`src/core/dps_pkg.sv`:
```
// Constants, register map and state types of the dual rail power sequencer
package dps_pkg;

	////////////////////////////////////////////////////////////////////////
	// Clock and timing
	localparam int CLK_HZ = 20_000_000; // Block clock rate
	localparam int CLK_NS = 1_000_000_000 / CLK_HZ; // Clock period in ns
	localparam int CNT_W = 17; // Width of the long timers
	localparam int SS_TIME_US = 2000; // Soft-start duration
	localparam int BLANK_TIME_US = 3000; // Under-voltage blanking time
	localparam int COIN_TIME_NS = 60_000; // Coincidence window, longest
	localparam int OVF_TIME_NS = 5000; // Over-voltage filter, least
	localparam logic [CNT_W-1:0] SS_CYC_DEF =
		CNT_W'(SS_TIME_US * 1000 / CLK_NS); // Soft-start cycles
	localparam logic [CNT_W-1:0] BLANK_CYC_DEF =
		CNT_W'(BLANK_TIME_US * 1000 / CLK_NS); // Blanking cycles
	localparam logic [CNT_W-1:0] COIN_CYC =
		CNT_W'(COIN_TIME_NS / CLK_NS); // Window, rounded down
	localparam logic [CNT_W-1:0] OVF_CYC =
		CNT_W'((OVF_TIME_NS + CLK_NS - 1) / CLK_NS); // Filter, rounded up

	////////////////////////////////////////////////////////////////////////
	// Register map (byte addresses)
	localparam logic [11:0] CTRL_OFS = 12'h000; // Control
	localparam logic [11:0] STAT_OFS = 12'h004; // Live status
	localparam logic [11:0] IRQ_STAT_OFS = 12'h008; // Sticky events
	localparam logic [11:0] IRQ_MASK_OFS = 12'h00c; // Event mask
	localparam logic [31:0] CTRL_RST = 32'h0000_0001; // Gate open
	localparam logic [4:0] IRQ_MASK_RST = 5'h00; // All masked
	localparam int CTRL_GATE_BIT = 0; // Software enable gate
	localparam int IRQ_W = 5; // Number of event bits
	localparam int EV_OV = 0; // Over-voltage latched
	localparam int EV_UV = 1; // Under-voltage latched
	localparam int EV_OT = 2; // Over-temperature latched
	localparam int EV_SS1 = 3; // Channel 1 soft-start done
	localparam int EV_SS2 = 4; // Channel 2 soft-start done

	////////////////////////////////////////////////////////////////////////
	// Synchronised input bit positions
	localparam int IN_W = 12; // Number of synchronised flags
	localparam int IN_MEN = 0; // Master enable
	localparam int IN_TRIP1 = 1; // Channel 1 enable trip
	localparam int IN_TRIP2 = 2; // Channel 2 enable trip
	localparam int IN_OV1 = 3; // Rail 1 over-voltage
	localparam int IN_OV2 = 4; // Rail 2 over-voltage
	localparam int IN_UV1 = 5; // Rail 1 under-voltage
	localparam int IN_UV2 = 6; // Rail 2 under-voltage
	localparam int IN_LOCK = 7; // Linear rails under lockout
	localparam int IN_REF = 8; // Reference valid
	localparam int IN_OT = 9; // Junction over temperature
	localparam int IN_HI1 = 10; // Rail 1 still high
	localparam int IN_HI2 = 11; // Rail 2 still high

	////////////////////////////////////////////////////////////////////////
	// State types
	typedef enum logic [7:0] {
		MODE_PWRUP = 8'h01,
		MODE_DISCH = 8'h02,
		MODE_STANDBY = 8'h04,
		MODE_RUN = 8'h08,
		MODE_SHUTDOWN = 8'h10,
		MODE_OVP = 8'h20,
		MODE_UVP = 8'h40,
		MODE_OTSD = 8'h80
	} dps_mode_e;

	typedef enum logic [3:0] {
		CH_OFF = 4'h1,
		CH_WAIT = 4'h2,
		CH_SS = 4'h4,
		CH_ON = 4'h8
	} dps_ch_e;

endpackage : dps_pkg

```
`src/core/dps_seq.sv`:
```
// Dual rail power sequencer: mode control, channel start-up, fault latches
//
// Operation
// - Channel starts when its enable trip high
// - New channel waits behind running soft-start
// - Both trips within window start together
// - Power-up goes to discharge after reference valid
// - Run while master high and channel enabled
// - Filtered over-voltage latches, low drives high
// - Under-voltage after blanking latches, drives low
// - Standby or shutdown discharges still-high rails
// - Master high, trip low keeps converter off
// - Over-temperature latches everything off until toggle
// - Shutdown turns reference and all rails off
// - Soft-start lasts fixed time, then releases waiter
// - Discharge on trip low or under-voltage latch
// - Over-voltage must persist before latching
module dps_seq
	import dps_pkg::*;
#(
	parameter logic [dps_pkg::CNT_W-1:0] SS_CYC = dps_pkg::SS_CYC_DEF,
	parameter logic [dps_pkg::CNT_W-1:0] BLANK_CYC = dps_pkg::BLANK_CYC_DEF
) (
	input wire logic pclk, // Block clock, 20 MHz
	input wire logic presetn, // Async reset, active low
	input wire logic psel, // APB select
	input wire logic penable, // APB access phase
	input wire logic pwrite, // APB write
	input wire logic [11:0] paddr, // APB byte address
	input wire logic [31:0] pwdata, // APB write data
	output logic [31:0] prdata, // APB read data
	output logic pready, // APB ready
	output logic pslverr, // APB error, unmapped address
	input wire logic master_enable, // Master enable pin
	input wire logic channel1_enable_trip, // Channel 1 above threshold
	input wire logic channel2_enable_trip, // Channel 2 above threshold
	input wire logic output_rail1_ov, // Rail 1 above 111 percent
	input wire logic output_rail2_ov, // Rail 2 above 111 percent
	input wire logic output_rail1_uv, // Rail 1 below 52 percent
	input wire logic output_rail2_uv, // Rail 2 below 52 percent
	input wire logic linear_rail_lockout, // Linear rails under lockout
	input wire logic ref_valid, // Reference valid
	input wire logic over_temp, // Junction above 150 C
	input wire logic output_rail1_high, // Rail 1 still charged
	input wire logic output_rail2_high, // Rail 2 still charged
	output logic ref_en, // Reference on
	output logic linear_rail_5v_en, // 5 V linear regulator on
	output logic linear_rail_3v3_en, // 3.3 V linear regulator on
	output logic [1:0] converter_en, // Channel switching allowed
	output logic [1:0] soft_start, // Channel in soft-start
	output logic low_side_drive_force_high, // Both low drives forced on
	output logic gate_drive_force_low, // All drives forced off
	output logic [1:0] discharge_en, // Discharge switch closed
	output logic irq // Level interrupt
);

	////////////////////////////////////////////////////////////////////////
	// Input synchronisation
	logic [IN_W-1:0] raw; // Unsynchronised flags
	logic [IN_W-1:0] sy; // Synchronised flags
	logic [IN_W-1:0] sy_prev_q; // Previous synchronised flags

	assign raw = {output_rail2_high, output_rail1_high, over_temp,
		ref_valid, linear_rail_lockout, output_rail2_uv, output_rail1_uv,
		output_rail2_ov, output_rail1_ov, channel2_enable_trip,
		channel1_enable_trip, master_enable};

	dps_sync #(.WIDTH(IN_W)) u_sync (
		.pclk(pclk),
		.presetn(presetn),
		.din(raw),
		.dout(sy)
	);

	// Edge history
	always_ff @(posedge pclk or negedge presetn)
		if (!presetn)
			sy_prev_q <= '0;
		else
			sy_prev_q <= sy;

	logic [1:0] trip; // Per-channel trip level
	logic [1:0] trip_rise; // Trip rising edge
	logic [1:0] ov_in; // Over-voltage flags
	logic [1:0] uv_in; // Under-voltage flags
	logic [1:0] hi_in; // Rail still high
	logic toggle; // Any enable fell
	assign trip = {sy[IN_TRIP2], sy[IN_TRIP1]};
	assign trip_rise = trip & ~{sy_prev_q[IN_TRIP2], sy_prev_q[IN_TRIP1]};
	assign ov_in = {sy[IN_OV2], sy[IN_OV1]};
	assign uv_in = {sy[IN_UV2], sy[IN_UV1]};
	assign hi_in = {sy[IN_HI2], sy[IN_HI1]};
	assign toggle = |(sy_prev_q[2:0] & ~sy[2:0]);

	////////////////////////////////////////////////////////////////////////
	// Registers and state
	logic [31:0] ctrl_q; // Control register
	logic [IRQ_W-1:0] irq_stat_q; // Sticky events
	logic [IRQ_W-1:0] irq_mask_q; // Event mask
	dps_mode_e mode_q; // Operating mode
	dps_mode_e mode_d; // Next mode
	dps_ch_e ch_q [2]; // Channel states
	logic [CNT_W-1:0] ss_cnt_q [2]; // Soft-start timers
	logic [CNT_W-1:0] win_q [2]; // Coincidence timers
	logic [CNT_W-1:0] blank_q [2]; // Blanking timers
	logic [CNT_W-1:0] ovf_q; // Over-voltage filter count
	logic ov_lat_q; // Over-voltage latch
	logic uv_lat_q; // Under-voltage latch
	logic ot_lat_q; // Over-temperature latch
	logic conv_allow; // Converters may run
	logic [1:0] ss_done; // Soft-start finishing this cycle
	logic ov_set; // Over-voltage latch sets
	logic uv_set; // Under-voltage latch sets
	logic [1:0] need_dis; // Rail needs discharge

	// True for the mode groups that keep the reference up
	function automatic logic ref_on(input dps_mode_e m);
		ref_on = (m != MODE_SHUTDOWN) && (m != MODE_OTSD);
	endfunction : ref_on

	// Next value of a down counter that stops at zero
	function automatic logic [CNT_W-1:0] dec(input logic [CNT_W-1:0] c);
		dec = (c != '0) ? c - CNT_W'(1) : c;
	endfunction : dec

	assign conv_allow = sy[IN_MEN] && ctrl_q[CTRL_GATE_BIT] &&
		!sy[IN_LOCK] && !ov_lat_q && !uv_lat_q && !ot_lat_q &&
		(mode_q != MODE_PWRUP);

	////////////////////////////////////////////////////////////////////////
	// Channel sequencers
	always_comb
		for (int i = 0; i < 2; i++)
			ss_done[i] = (ch_q[i] == CH_SS) && (ss_cnt_q[i] == CNT_W'(1));

	always_ff @(posedge pclk or negedge presetn)
		if (!presetn)
		begin
			for (int i = 0; i < 2; i++)
			begin
				ch_q[i] <= CH_OFF;
				ss_cnt_q[i] <= '0;
			end
		end
		else
		begin
			for (int i = 0; i < 2; i++)
			begin
				case (ch_q[i])
					CH_OFF:
						// Start, or queue behind a running soft-start
						if (conv_allow && trip[i])
						begin
							if (ch_q[1-i] == CH_SS && win_q[1-i] == '0 &&
								!ss_done[1-i])
								ch_q[i] <= CH_WAIT;
							else
							begin
								ch_q[i] <= CH_SS;
								ss_cnt_q[i] <= SS_CYC;
							end
						end
					CH_WAIT:
						// Released when the other soft-start ends
						if (!conv_allow || !trip[i])
							ch_q[i] <= CH_OFF;
						else if (ch_q[1-i] != CH_SS || ss_done[1-i])
						begin
							ch_q[i] <= CH_SS;
							ss_cnt_q[i] <= SS_CYC;
						end
					CH_SS:
						// Ramp timer
						if (!conv_allow || !trip[i])
							ch_q[i] <= CH_OFF;
						else if (ss_done[i])
							ch_q[i] <= CH_ON;
						else
							ss_cnt_q[i] <= dec(ss_cnt_q[i]);
					CH_ON:
						// Regulating
						if (!conv_allow || !trip[i])
							ch_q[i] <= CH_OFF;
					default:
						ch_q[i] <= CH_OFF;
				endcase
			end
		end

	// Coincidence and blanking timers, both restarted by a trip rise
	always_ff @(posedge pclk or negedge presetn)
		if (!presetn)
		begin
			for (int i = 0; i < 2; i++)
			begin
				win_q[i] <= '0;
				blank_q[i] <= '0;
			end
		end
		else
		begin
			for (int i = 0; i < 2; i++)
			begin
				if (trip_rise[i])
					win_q[i] <= COIN_CYC;
				else
					win_q[i] <= dec(win_q[i]);
				if (ch_q[i] == CH_OFF || trip_rise[i])
					blank_q[i] <= BLANK_CYC;
				else
					blank_q[i] <= dec(blank_q[i]);
			end
		end

	////////////////////////////////////////////////////////////////////////
	// Fault latches; a set in the clearing cycle wins
	assign ov_set = (ovf_q == OVF_CYC - CNT_W'(1)) && (|ov_in);
	always_comb
	begin
		uv_set = 1'b0;
		for (int i = 0; i < 2; i++)
			if (ch_q[i] != CH_OFF && blank_q[i] == '0 && uv_in[i])
				uv_set = 1'b1;
	end

	// Over-voltage persistence counter
	always_ff @(posedge pclk or negedge presetn)
		if (!presetn)
			ovf_q <= '0;
		else if (!(|ov_in) || mode_q == MODE_PWRUP)
			ovf_q <= '0;
		else if (ovf_q != OVF_CYC)
			ovf_q <= ovf_q + CNT_W'(1);

	// Latches released only by reset or an enable toggle
	always_ff @(posedge pclk or negedge presetn)
		if (!presetn)
		begin
			ov_lat_q <= 1'b0;
			uv_lat_q <= 1'b0;
			ot_lat_q <= 1'b0;
		end
		else
		begin
			if (ov_set)
				ov_lat_q <= 1'b1;
			else if (toggle)
				ov_lat_q <= 1'b0;
			if (uv_set)
				uv_lat_q <= 1'b1;
			else if (toggle)
				uv_lat_q <= 1'b0;
			if (sy[IN_OT])
				ot_lat_q <= 1'b1;
			else if (toggle)
				ot_lat_q <= 1'b0;
		end

	////////////////////////////////////////////////////////////////////////
	// Mode selection
	always_comb
		for (int i = 0; i < 2; i++)
			need_dis[i] = hi_in[i] && !trip[i] && ch_q[i] == CH_OFF;

	always_comb
	begin
		mode_d = mode_q;
		if (mode_q == MODE_PWRUP)
		begin
			if (sy[IN_REF])
				mode_d = MODE_DISCH;
		end
		else if (ot_lat_q)
			mode_d = MODE_OTSD;
		else if (ov_lat_q)
			mode_d = MODE_OVP;
		else if (uv_lat_q)
			mode_d = MODE_UVP;
		else if (|need_dis && (!sy[IN_MEN] || !(|trip)))
			mode_d = MODE_DISCH;
		else if (!sy[IN_MEN])
			mode_d = MODE_SHUTDOWN;
		else if (ch_q[0] != CH_OFF || ch_q[1] != CH_OFF)
			mode_d = MODE_RUN;
		else
			mode_d = MODE_STANDBY;
	end

	// Mode register
	always_ff @(posedge pclk or negedge presetn)
		if (!presetn)
			mode_q <= MODE_PWRUP;
		else
			mode_q <= mode_d;

	////////////////////////////////////////////////////////////////////////
	// Registered control outputs
	always_ff @(posedge pclk or negedge presetn)
		if (!presetn)
		begin
			ref_en <= 1'b0;
			linear_rail_5v_en <= 1'b0;
			linear_rail_3v3_en <= 1'b0;
			converter_en <= 2'h0;
			soft_start <= 2'h0;
			low_side_drive_force_high <= 1'b0;
			gate_drive_force_low <= 1'b0;
			discharge_en <= 2'h0;
		end
		else
		begin
			ref_en <= ref_on(mode_q);
			linear_rail_5v_en <= ref_on(mode_q);
			linear_rail_3v3_en <= ref_on(mode_q);
			for (int i = 0; i < 2; i++)
			begin
				converter_en[i] <= (mode_q == MODE_RUN) &&
					(ch_q[i] == CH_SS || ch_q[i] == CH_ON);
				soft_start[i] <= (ch_q[i] == CH_SS);
				discharge_en[i] <= hi_in[i] && ch_q[i] == CH_OFF &&
					(mode_q == MODE_DISCH || mode_q == MODE_UVP ||
					mode_q == MODE_STANDBY ||
					mode_q == MODE_SHUTDOWN);
			end
			low_side_drive_force_high <= (mode_q == MODE_OVP);
			gate_drive_force_low <= (mode_q == MODE_UVP ||
				mode_q == MODE_OTSD);
		end

	////////////////////////////////////////////////////////////////////////
	// APB slave, one wait state
	logic acc; // Access phase
	logic done; // Transfer completes this edge
	logic wr; // Write takes effect
	logic hit; // Mapped address
	logic [IRQ_W-1:0] ev; // Events this cycle
	logic [IRQ_W-1:0] w1c; // Bits written with one

	assign acc = psel && penable;
	assign done = acc && pready;
	assign wr = done && pwrite;
	assign ev = {ss_done[1], ss_done[0], sy[IN_OT] && !ot_lat_q,
		uv_set && !uv_lat_q, ov_set && !ov_lat_q};
	assign w1c = (wr && paddr == IRQ_STAT_OFS) ? pwdata[IRQ_W-1:0] : '0;

	always_comb
		if (paddr == CTRL_OFS)
			hit = 1'b1;
		else if (paddr == STAT_OFS)
			hit = 1'b1;
		else if (paddr == IRQ_STAT_OFS)
			hit = 1'b1;
		else if (paddr == IRQ_MASK_OFS)
			hit = 1'b1;
		else
			hit = 1'b0;

	// Ready, error and read data answer one cycle into the access phase
	always_ff @(posedge pclk or negedge presetn)
		if (!presetn)
		begin
			pready <= 1'b0;
			pslverr <= 1'b0;
			prdata <= '0;
		end
		else
		begin
			pready <= acc && !pready;
			pslverr <= acc && !pready && !hit;
			if (acc && !pready && !pwrite)
			begin
				if (paddr == CTRL_OFS)
					prdata <= ctrl_q;
				else if (paddr == STAT_OFS)
					prdata <= {13'h0000, ot_lat_q, uv_lat_q, ov_lat_q,
						ch_q[1], ch_q[0], mode_q};
				else if (paddr == IRQ_STAT_OFS)
					prdata <= {27'h0000000, irq_stat_q};
				else if (paddr == IRQ_MASK_OFS)
					prdata <= {27'h0000000, irq_mask_q};
				else
					prdata <= '0;
			end
			else
				prdata <= '0;
		end

	// Writable registers
	always_ff @(posedge pclk or negedge presetn)
		if (!presetn)
		begin
			ctrl_q <= CTRL_RST;
			irq_mask_q <= IRQ_MASK_RST;
		end
		else
		begin
			if (wr && paddr == CTRL_OFS)
				ctrl_q <= {31'h00000000, pwdata[CTRL_GATE_BIT]};
			if (wr && paddr == IRQ_MASK_OFS)
				irq_mask_q <= pwdata[IRQ_W-1:0];
		end

	// Sticky events, set wins over write-one-clear
	always_ff @(posedge pclk or negedge presetn)
		if (!presetn)
			irq_stat_q <= '0;
		else
			irq_stat_q <= (irq_stat_q & ~w1c) | ev;

	// Interrupt level
	always_ff @(posedge pclk or negedge presetn)
		if (!presetn)
			irq <= 1'b0;
		else
			irq <= |(((irq_stat_q & ~w1c) | ev) & irq_mask_q);

endmodule : dps_seq

```
`src/core/dps_sync.sv`:
```
// Three-stage input synchroniser with agreement filter
module dps_sync #(
	parameter int WIDTH = 1 // Number of flags
) (
	input wire logic pclk, // Block clock
	input wire logic presetn, // Async reset, active low
	input wire logic [WIDTH-1:0] din, // Asynchronous flags
	output logic [WIDTH-1:0] dout // Filtered flags
);

	logic [WIDTH-1:0] s1_q; // First stage, read by s2 only
	logic [WIDTH-1:0] s2_q; // Second stage
	logic [WIDTH-1:0] s3_q; // Third stage
	logic [WIDTH-1:0] out_q; // Accepted level

	////////////////////////////////////////////////////////////////////////
	// Shift chain; a bit changes once stages two and three agree
	always_ff @(posedge pclk or negedge presetn)
		if (!presetn)
		begin
			s1_q <= '0;
			s2_q <= '0;
			s3_q <= '0;
			out_q <= '0;
		end
		else
		begin
			s1_q <= din;
			s2_q <= s1_q;
			s3_q <= s2_q;
			out_q <= (s2_q & ~(s2_q ^ s3_q)) | (out_q & (s2_q ^ s3_q));
		end

	assign dout = out_q;

endmodule : dps_sync

```
`config.mk`:
```
export PLATFORM = sky130hd
export DESIGN_NAME = dps_seq
export DESIGN_NICKNAME = d
export VERILOG_FILES = /design/src/core/dps_pkg.sv /design/src/core/dps_seq.sv /design/src/core/dps_sync.sv
export SDC_FILE = /design/constraint.sdc
export NUM_CORES = 1
export LEC_CHECK = 0
export ABC_AREA = 1
export BUFFER_PORTS_ARGS = -buffer_cell sky130_fd_sc_hd__buf_4
export CORE_MARGIN = 1.5
export CORE_UTILIZATION = 55
export DETAILED_ROUTE_END_ITERATION = 10
export PLACE_DENSITY = 0.72
export SLEW_MARGIN = 20
export SYNTH_ARGS = -nofsm -noshare
export SYNTH_HDL_FRONTEND = slang
export SYNTH_HIERARCHICAL = 1
export SYNTH_SLANG_ARGS = --single-unit
```
`constraint.sdc`:
```
create_clock -name pclk -period 2.4 [get_ports pclk]
set_clock_uncertainty 0.05 [all_clocks]
set_input_delay 0.24 -clock pclk [delete_from_list [all_inputs] [get_ports pclk]]
set_output_delay 0.24 -clock pclk [all_outputs]
set_load 0.01 [all_outputs]
```
After elaboration in Yosys (flattened, before gate mapping). Index checks and enable logic that the tools add are counted.

Output and inout bits: 46. Register bits: 244.

Reductions and logical operators: 103. Muxes and demuxes: 66. Bitwise logic cells: 13. Eq/ne operators: 51. Add/sub/neg operators: 7.

Operator list (number): 17-bit two-way mux (24); 32-bit two-way mux (4); 17-bit one-hot mux with 3 select lines (2); 17-bit nonzero test (6); 17-bit by 1-bit subtractor with 17-bit output, second input constant (6); 17-bit logical NOT (4); 4-bit two-way mux (13); 1-bit logical AND (43); 17-bit by 1-bit == test with 1-bit output, second input constant (2); 2-bit != test, second input constant (16); 4-bit one-hot mux with 4 select lines (2); 12-bit AND (2); 12-bit by 4-bit == test with 1-bit output, second input constant (2); 8-bit two-way mux (3); 5-bit two-way mux (4); 17-bit by 1-bit adder with 17-bit output, second input constant (1); 17-bit by 7-bit == test with 1-bit output, second input constant (1); 17-bit by 7-bit != test with 1-bit output, second input constant (1); 8-bit AND reduction (2); 2-bit nonzero test (8); 1-bit logical NOT (15); 1-bit logical OR (15); 7-bit two-way mux (2); 12-bit by 3-bit == test with 1-bit output, second input constant (1); 37 further kinds (61).

Logic depth before layout (Yosys ltp). Gate-level depths: netlist of run 1.

Depth after elaboration: 10. Gate-level depth with buffers: 15.

Modules after synthesis. The synthesis of run 1 kept the hierarchy.

By module, submodules not included: dps_seq (times used 1, cells an instance 1341, sequential area each 4584.4 um^2, area each 10229.8 um^2); dps_sync (times used 1, cells an instance 96, sequential area each 1201.2 um^2, area each 1396.3 um^2).

Worst setup path before layout of run 1. Ideal clock, no wire load.

Path type: flip-flop to flip-flop. From: register ctrl_q[0]. To: register ss_cnt_q[30] (netlist name). Arrival time: 1593 ps. Period minus slack after synthesis: 1759 ps. Path slack: 641 ps. Stages on the path, launching flop included: 11. Data required time: 2234 ps. Path through: dfstp_2 -> nand2_1 -> nor3_2 -> nand2_1 -> nor2_4 -> nand2_4 -> nor2_8 -> nand2_4 -> buf_6 -> nand2_2 -> nand2_2.

Cells in the longest elaborated chain, start to end: 10. Elaborated cells between the ends (all ways): 13. Those cells by class: eq/ne (3); reduce/logical (10).

Ends and longest elaborated chain: start, declared (line dps_seq.sv:97) `logic [31:0] ctrl_q;`; start signal, assigned (line dps_seq.sv:398) `ctrl_q <= {31'h00000000, pwdata[CTRL_GATE_BIT]};`; 1-bit logical AND * (2 in a row) (line dps_seq.sv:126) `assign conv_allow = sy[IN_MEN] && ctrl_q[CTRL_GATE_BIT] &&`; 1-bit logical AND * (4 in a row) (line dps_seq.sv:127) `!sy[IN_LOCK] && !ov_lat_q && !uv_lat_q && !ot_lat_q &&`; 1-bit logical NOT (line dps_seq.sv:165, dps_seq.sv:174); 1-bit logical OR (line dps_seq.sv:165, dps_seq.sv:174); 2-bit != test (no line); 8-bit AND reduction (no line) *; end signal, assigned by index (line dps_seq.sv:179) `ss_cnt_q[i] <= dec(ss_cnt_q[i]);`; end, declared (line dps_seq.sv:103) `logic [CNT_W-1:0] ss_cnt_q [2];`.

Mark *: on every way between the ends. The rest lies on a longest branch, timed or not. A chain may end at the register's enable or synchronous reset.

Worst setup path after layout of run 1.
From: input port penable. To: register prdata[10].

Cells in the longest elaborated chain, start to end: 4.

Ends and longest elaborated chain: start, declared (line dps_seq.sv:27) `input wire logic penable,`; 1-bit logical AND (line dps_seq.sv:339) `assign acc = psel && penable;`; 1-bit logical AND (2 in a row) (line dps_seq.sv:370) `if (acc && !pready && !pwrite)`; 32-bit two-way mux (line dps_seq.sv:370); end signal, assigned (line dps_seq.sv:373) `prdata <= ctrl_q;`; end signal, assigned (line dps_seq.sv:375) `prdata <= {13'h0000, ot_lat_q, uv_lat_q, ov_lat_q,`; end signal, assigned (line dps_seq.sv:378) `prdata <= {27'h0000000, irq_stat_q};`; end, declared (line dps_seq.sv:31) `output logic [31:0] prdata,`.

No other way between the ends.

==> results.cfg, run 1 <==
[status]
status = finished, final reports clean

[floorplanning]
core_area_sq_um = 20890
die_area_sq_um = 22020
io_pins = 107
die_h_um = 148.4
rows = 53
die-width_um = 148.4
start_util_pct = 55.66

[synth]
syn_area_sq_um = 11630
synth_cells = 1437
synth-edff-count = 0
yosys_warnings = 6
async_flop_share_pct = 100.0
synth_area_leaders = dfrtp_1 (49%), nand2_1 (9.9%), nor2_1 (6.7%)
ys_types = 48
ys.flop_type = dfrtp_1
yosysSeqAreaShare_pct = 49.76
synth_seq_cells = 231
yosysTopAreaCell = dfrtp_1
syn_avg_cell_area_sq_um = 8.091
yosys.area.top_type_share_pct = 48.86

[worst_setup_path]
path_class = input pin to flip-flop
worst-path-max-fanout = 10
critical_path.cell_chain = dlygate4sd3_1 > buf_4 > nand2_1 > dlygate4sd3_1 > nor2_1 > inv_1 > nor2_1 > nand2_2 > buf_4 > nor3_1
worst_path_max_delay_cell = dlygate4sd3_1
critPathArrivalTime_ps = 2520
reg2reg_slack_ps = 270
worstPathRequired_ps = 2760
reg2reg_depth = 8
r2r_start = ctrl_q[0]$_DFFE_PN1P_
r2r_end = ch_q[6]$_DFFE_PN0P_
cp-end-kind = flip-flop
critPathLaunchType = input pin
slowest_delay_ps = 570

[job]
cap_violations = 0

[power]
swShare_pct = 31.23
combPwrFrac_pct = 20.4
leakage_nw = 6.675
p_switching_mw = 3.188
pwr-share-clk_pct = 35.6
p_int_mw = 7.021
power_mw = 10.21
vdd_drop_max_mv = 0.5125
p_per_area_nw_per_um2 = 757.5
seqPwrFrac_pct = 44.0

[clock_tree]
numCtsBuffers = 24
htreeDepth = 1
clock_sinks = 231
cts.clk_slew.worst_paths_ps = 60
cts_tree = built
clk_path_buf_depth = 3
insertion_delay_ps = 530
clock-root-buffer = clkbuf_16

[cells_and_area]
fin_area_sq_um = 13480
syn2layout_area_growth_pct = 15.93
final_layout_size_suffix_gt1_share_pct = 12.87
n_antenna_cell = 0
multi_input_area_sq_um = 5006
nFillCells = 1787
nets = 1630
regArea_sq_um = 5786

[detailed_routing]
antenna_left = 0
first_pass_iters = 6
drt_wl_total_mm = 25.20
drtIter0Drc = 540
wl_per_cell_um = 13.66
avgViaCountPerCell = 5.249
drc = 0
num_vias = 9680

[placement]
port-buffer-count = 66
placed_area_sq_um = 12480
hpwl_mm = 17.81
gp_congestion = 0.9359

[worst_hold_path]
min-delay-start = pwdata[1]
hold_path_depth = 3
whs_endpoint = irq_mask_q[1]$_DFFE_PN0P_
hp-class = input pin to flip-flop

[sta]
drv_slew = 0
worst_pin_slew_ps = 502.2
setup_viol = 0
final.min_clock_period_ps = 2164
timing.final.hold_violations = 0
setup_tns_ps = 0
fin_crit_sh_pct = 90.15
rsz0062_at_grt = false
max_freq_ghz = 0.4622
max-slew-margin-rel_pct = 66.52
worst_hold_slack_ps = 27.95

[global_route]
grt_max_degree = 64
grt_pass1_vias = 9231
track_usage_pct = 23.63
grt_pass1_wl_mm = 43.15
grt_overflow = 0
antenna_found_initial = 0
[state kept, by name, indices dropped and copies added, names as in the netlist, 2 cells and up, named ones only]
register,cells
blank_q,34
ch_q,8
converter_en,2
discharge_en,2
irq_mask_q,5
irq_stat_q,5
mode_q,8
ovf_q,17
prdata,19
soft_start,2
ss_cnt_q,34
sy_prev_q,3
u_sync/s1_q,12
u_sync/s2_q,12
u_sync/s3_q,12
win_q,34
[synth_stat cells (12+ instances only)]
cell and instances:
nor2_1 207, buf_4 17, nor2_2 12, ha_1 16
nand4_1 45, nand3_1 100, nand2_2 20, inv_1 173
a21oi_1 66, xor2_1 24, dfrtp_1 227, nand2_1 306
o21ai_0 61, nor3_1 50
[cells by family after synthesis]
group / Yosys count / synth area share [%]
other: 1 / 0.03225
AOI/OAI and AO/OA: 152 / 7.006
and+or+nand+nor: 793 / 31.48
adders and majority gates: 16 / 1.722
buffers and inverters: 212 / 7.587
xor gates and xnor gates: 32 / 2.411
DFF: 231 / 49.76
[worst max path at each step]
stage	from	to	slack, ps	depth (start not counted)
2_1_floorplan	ctrl_q[0]$_DFFE_PN1P_	ss_cnt_q[30]$_DFFE_PN0P_	640	10
3_3_place_gp	ctrl_q[0]$_DFFE_PN1P_	ch_q[6]$_DFFE_PN0P_	320	8
3_5_place_dp	ch_q[5]$_DFFE_PN0P_	ch_q[6]$_DFFE_PN0P_	290	9
4_1_cts	penable	prdata[10]$_DFF_PN0_	190	10
5_1_grt	ch_q[4]$_DFFE_PN1P_	ch_q[6]$_DFFE_PN0P_	20	9
6_report	penable	prdata[10]$_DFF_PN0_	240	10
[power groups by stage]
stage | sequential [mW] | clock [mW] | combinational [mW]
after floorplan | 4.49 | 0 | 1.49
after detailed placement | 4.56 | 0 | 2.03
final | 4.50 | 3.63 | 2.08
after CTS | 4.49 | 3.72 | 2.08
after global routing | 4.54 | 3.87 | 2.38
after global placement | 4.55 | 0 | 1.97
[metrics by stage]
step | worst slack, ps | instances | util, %
after floorplan | 640.7 | 1449 | -
after global placement | 318.1 | 1780 | 59.75
after detailed placement | 293.1 | 1780 | 59.75
after CTS | 189.9 | 1844 | 64.51
after global routing | 19.69 | 1844 | 64.52
final | 236.4 | 1844 | 64.52
[critical path, delay by kind of cell]
kind,cells,cell delay [ps]
buf+inv,5,1510
simple gates,5,780
[routing by layer]
layer,track usage [%],wire length (um),vias up
li1,-,-,4862
met1,32.57,11710,4545
met2,39.77,11770,245
met3,2.975,1320,28
met4,6.188,388,0
met5,0,0,-
[what timing repair did]
action,CTS,global route
gates resized for setup,0,1
hold buffers,22,0
endpoints found under the setup margin,0,4
hold endpoints to repair,77,0
setup buffers,0,0
[area by class of cell]
| type | instances | share of cell area, % |
|---|---|---|
| multi-input cells | 1006 | 37.14 |
| repair buffers | 108 | 6.573 |
| clock inverters | 11 | 0.7891 |
| well taps | 275 | 2.553 |
| flip-flops and latches | 231 | 42.93 |
| clock buffers | 31 | 4.948 |
| inverters | 182 | 5.069 |
[layout by cell type (no fill, tap or decap), types with 5 or more instances in the layout]
master,synthesis,layout
dfrtp_1,227,227
inv_1,173,173
ha_1,16,16
nand3_2,7,7
o22ai_1,5,5
xnor2_1,8,8
conb_1,1,13
nand3_1,100,100
clkbuf_16,0,24
nand2_4,5,5
nor3_1,50,50
nand2_2,20,21
nor2_1,207,207
inv_2,9,9
nand2_1,306,305
dlygate4sd3_1,0,22
xor2_1,24,24
nor2_4,7,7
nand3b_1,6,6
a21oi_1,66,66
nor4_1,11,11
o21ai_0,61,61
nor2_2,12,12
nand4_1,45,45
buf_4,17,84
Power figures use the tool's default switching activity.
==> run 2: changes to the inputs <==
--- a/config.mk
+++ b/config.mk
@@ -6,12 +6,13 @@
 export NUM_CORES = 1
 export LEC_CHECK = 0
 export ABC_AREA = 1
-export BUFFER_PORTS_ARGS = -buffer_cell sky130_fd_sc_hd__buf_4
 export CORE_MARGIN = 1.5
 export CORE_UTILIZATION = 55
 export DETAILED_ROUTE_END_ITERATION = 10
-export PLACE_DENSITY = 0.72
-export SLEW_MARGIN = 20
+export DONT_BUFFER_PORTS = 1
+export GPL_ROUTABILITY_DRIVEN = 0
+export PLACE_DENSITY = 0.67
+export SLEW_MARGIN = 25
 export SYNTH_ARGS = -nofsm -noshare
 export SYNTH_HDL_FRONTEND = slang
 export SYNTH_HIERARCHICAL = 1
==> results.cfg, run 2 (synthesis results as in run 1) <==
[floorplanning]
die_h_um = 148.4
core_area_sq_um = 20890
die-width_um = 148.4
io_pins = 107
start_util_pct = 55.66
rows = 53
die_area_sq_um = 22020

[worst_setup_path]
crit_start = penable
worstPathRequired_ps = 2790
critPathArrivalTime_ps = 2590
r2r_start = ctrl_q[0]$_DFFE_PN1P_
critPathLaunchType = input pin
cp-end-kind = flip-flop
reg2reg_depth = 9
worst-path-max-fanout = 12
path_class = input pin to flip-flop

[cells_and_area]
final_cell_mix = nand2_1 (306), dfrtp_1 (227), nor2_1 (207)
multi_input_area_sq_um = 5004
nets = 1570
regArea_sq_um = 5786
layout_commonest_cell = nand2_1
final_layout_size_suffix_gt1_share_pct = 9.392
final_util_pct = 62.95
nFillCells = 1747
n_antenna_cell = 0
final-instance-count-excl-fill = 1787
largest_registers = blank_q (34), ss_cnt_q (34), win_q (34)
syn2layout_area_growth_pct = 13.11

[sta]
setup_tns_ps = 0
worst_hold_slack_ps = -647.2
rsz0062_at_grt = false
max_freq_ghz = 0.4532
setup_viol = 0
drv_slew = 0
final.min_clock_period_ps = 2207
timing.final.hold_violations = 231
fin_crit_sh_pct = 91.94

[detailed_routing]
drc = 0
num_vias = 9384
wl_per_cell_um = 13.82
avgViaCountPerCell = 5.251
drtIter0Drc = 530
drt_wl_total_mm = 24.69
first_pass_iters = 5
antenna_left = 0

[clock_tree]
numCtsBuffers = 26
clk_path_buf_depth = 3
insertion_delay_ps = 530
postCtsHoldBufs = 27
htreeDepth = 1
cts_tree = built
clock_sinks = 231
postCtsSetupBuffers = 0
clock-root-buffer = clkbuf_16
cts_resized = 0
cts.clk_slew.worst_paths_ps = 70

[power]
leakage_nw = 6.400
p_per_area_nw_per_um2 = 802.8
vdd_drop_max_mv = 0.5536

[global_route]
grt_pass1_vias = 8915
antenna_found_initial = 0
track_usage_pct = 23.27
grt_max_degree = 232
grt_pass1_wl_mm = 42.39
grt_overflow = 0

[placement]
dp.cells = 1713
port-buffer-count = 0
hpwl_mm = 16.89

[job]
cap_violations = 0

[status]
violations = negative hold slack
status = complete, but fails checks

[worst_hold_path]
hp-class = input pin to asynchronous set/reset pin
-- run 2: worst paths after layout --
kind                                                  to  slack [ps]
worst max-delay path                 prdata[1]$_DFF_PN0_         190
min in group pclk                    prdata[0]$_DFF_PN0_          30
worst min register to register  u_sync/s2_q[0]$_DFF_PN0_         290
worst min-delay path               ovf_q[11]$_DFFE_PN0P_        -650
max in group asynchronous       ss_cnt_q[24]$_DFFE_PN0P_        2640
worst max register to register  ss_cnt_q[22]$_DFFE_PN0P_         240
-- run 2: critical path, cell delays in order --
cell and delay, ps:
dlygate4sd3_1 530, nand2_1 70, dlygate4sd3_1 580, nor2_1 120
inv_1 70, nor2_1 130, nand2_1 230, buf_4 260
o21bai_1 170, a21oi_1 180
-- run 2: layout make-up --
cell class                 instances  share of cell area, %
tap                              275                  2.617
timing repair buffer              46                  3.140
inverter                         182                  5.195
clock inverter                    19                  1.846
sequential                       231                  44.00
multi-input combinational       1006                  38.05
clock buffer                      28                  5.157
-- run 2: routing by layer --
metal	share of wire, %	global-route usage (%)
met3	5.2	3.190
met2	46	37.94
met5	0	0
met1	47	32.87
met4	2.1	6.287
-- run 2: report_power, final --
| group | internal, mW | total (mW) | switching (mW) |
|---|---|---|---|
| registers | 4.21 | 4.53 | 0.312 |
| clock network | 2.50 | 4.18 | 1.67 |
| logic | 0.653 | 1.85 | 1.20 |
| total | 7.37 | 10.6 | 3.19 |
-- run 2: per-stage QoR --
step	total power [mW]	area (sq um)	setup WS, ps	hold WS (ps)
floorplan	5.982	11670	640.7	-105.6
global placement	6.352	11960	318.9	-100.4
detailed placement	6.394	11960	284.0	-98.89
CTS	10.65	13150	251.1	-674.2
global route	11.14	13150	44.51	-668.5
finish	10.56	13150	193.4	-647.2
==> run 3: changes to the inputs <==
--- a/config.mk
+++ b/config.mk
@@ -7,11 +7,11 @@
 export LEC_CHECK = 0
 export ABC_AREA = 1
 export CORE_MARGIN = 1.5
-export CORE_UTILIZATION = 55
+export CORE_UTILIZATION = 40
 export DETAILED_ROUTE_END_ITERATION = 10
 export DONT_BUFFER_PORTS = 1
 export GPL_ROUTABILITY_DRIVEN = 0
-export PLACE_DENSITY = 0.67
+export PLACE_DENSITY = 0.51
 export SLEW_MARGIN = 25
 export SYNTH_ARGS = -nofsm -noshare
 export SYNTH_HDL_FRONTEND = slang
==> results.cfg, run 3 (synthesis results as in run 1) <==
[placement]
placed_area_sq_um = 12100
place_ws_ps = 240.4
port-buffer-count = 0
hpwl_mm = 18.18

[global_route]
grt_overflow = 0
antenna_found_initial = 0
grt_pass1_wl_mm = 44.47
track_usage_pct = 17.75
grt_max_degree = 232
grt_pass1_vias = 8993

[cells_and_area]
n_antenna_cell = 0
syn2layout_area_growth_pct = 13.76
fin_area_sq_um = 13230
nets = 1571
nFillCells = 2837
final_cell_mix = nand2_1 (306), dfrtp_1 (227), nor2_1 (207)
final_layout_size_suffix_gt1_share_pct = 8.983
layout_commonest_cell = nand2_1
regArea_sq_um = 5786
final_util_pct = 46.21
multi_input_area_sq_um = 5004
largest_registers = blank_q (34), ss_cnt_q (34), win_q (34)

[power]
vdd_drop_max_mv = 0.4574
p_per_area_nw_per_um2 = 784.5
leakage_nw = 6.401

[sta]
worst_pin_slew_ps = 522.6
setup_tns_ps = 0
worst_hold_slack_ps = -643.4
max_freq_ghz = 0.4480
final.min_clock_period_ps = 2232
timing.final.hold_violations = 231
fin_crit_sh_pct = 93.00
fin_ws_ps = 167.9
drv_slew = 0
max-slew-margin-rel_pct = 65.16
setup_viol = 0
rsz0062_at_grt = false

[worst_setup_path]
cp-end-kind = flip-flop
worstPathRequired_ps = 2750
critical_path.cell_chain = dlygate4sd3_1 > nand2_1 > dlygate4sd3_1 > nor2_1 > inv_1 > nor2_1 > nand2_1 > buf_4 > nor3_1
reg2reg_depth = 9
worst_path_max_delay_cell = dlygate4sd3_1
path_class = input pin to flip-flop
critPathLaunchType = input pin
reg2reg_slack_ps = 230
critPathArrivalTime_ps = 2580
crit_start = penable
r2r_start = ctrl_q[0]$_DFFE_PN1P_
worst-path-max-fanout = 10
crit_end = prdata[16]$_DFF_PN0_
slowest_delay_ps = 580
r2r_end = ss_cnt_q[22]$_DFFE_PN0P_

[detailed_routing]
wl_per_cell_um = 13.68
drtIter0Drc = 619
drc = 0
first_pass_iters = 5
drt_wl_total_mm = 25.96
num_vias = 9256
avgViaCountPerCell = 4.877
antenna_left = 0

[floorplanning]
die-width_um = 173.5
rows = 62
core_area_sq_um = 28630
die_h_um = 173.5
die_area_sq_um = 30100
start_util_pct = 40.62
io_pins = 107

[clock_tree]
clk_path_buf_depth = 3
clock-root-buffer = clkbuf_16
postCtsSetupBuffers = 0
postCtsHoldBufs = 27
insertion_delay_ps = 520
cts.clk_slew.worst_paths_ps = 60
htreeDepth = 1
numCtsBuffers = 27
cts_tree = built
clock_sinks = 231
cts_resized = 0

[status]
status = complete, but fails checks
violations = negative hold slack

[worst_hold_path]
hp-class = input pin to asynchronous set/reset pin

[job]
cap_violations = 0
## run 3: cell types whose count changed in the layout (fill, tap and decap cells not counted), moves of 2 or more
cell	before	now
bufinv_16	4	2
clkinvlp_4	7	0
clkbuf_8	2	4
inv_6	2	0
clkinv_2	2	8
clkinv_4	3	0
clkbuf_1	0	8
## run 3: power breakdown
part	internal, mW	leakage (nW)	switching (mW)
Sequential	4.22	2.92	0.304
Clock	2.40	0.430	1.58
Combinational	0.664	3.05	1.21
## run 3: worst min-delay path by stage
stage	startpoint	to	slack [ps]	cells past startpoint
global placement	presetn	ovf_q[9]$_DFFE_PN0P_	-100	0
finish	presetn	prdata[7]$_DFF_PN0_	-640	0
CTS	presetn	ovf_q[6]$_DFFE_PN0P_	-660	0
floorplan	presetn	blank_q[0]$_DFFE_PN0P_	-110	0
global route	presetn	prdata[7]$_DFF_PN0_	-670	0
detailed placement	presetn	ovf_q[8]$_DFFE_PN0P_	-100	0
## run 3: layout make-up
type / instances / share of cell area [%]
clock buffers: 39 / 5.752
clock inverters: 10 / 0.7568
inverters: 182 / 5.165
multi-input cells: 1006 / 37.83
flip-flops and latches: 231 / 43.74
well taps: 384 / 3.633
repair buffers: 46 / 3.122
## run 3: layer usage
| metal | track usage, % | part of all wire [%] |
|---|---|---|
| met1 | 25.22 | 49 |
| met2 | 28.45 | 45 |
| met3 | 2.654 | 3.8 |
| met4 | 4.493 | 2.1 |
| met5 | 0 | 0 |
## run 3: worst max-delay path, delay by kind of cell
family	cells	cell delay, ps
buffers and inverters	4	1440
AND/OR/NAND/NOR	5	880
## run 3: stage by stage
step / total power, mW / std cells
2_1_floorplan: 5.982 / 1449
3_3_place_gp: 6.420 / 1822
3_5_place_dp: 6.436 / 1822
4_1_cts: 10.53 / 1898
5_1_grt: 11.03 / 1898
6_report: 10.38 / 1898
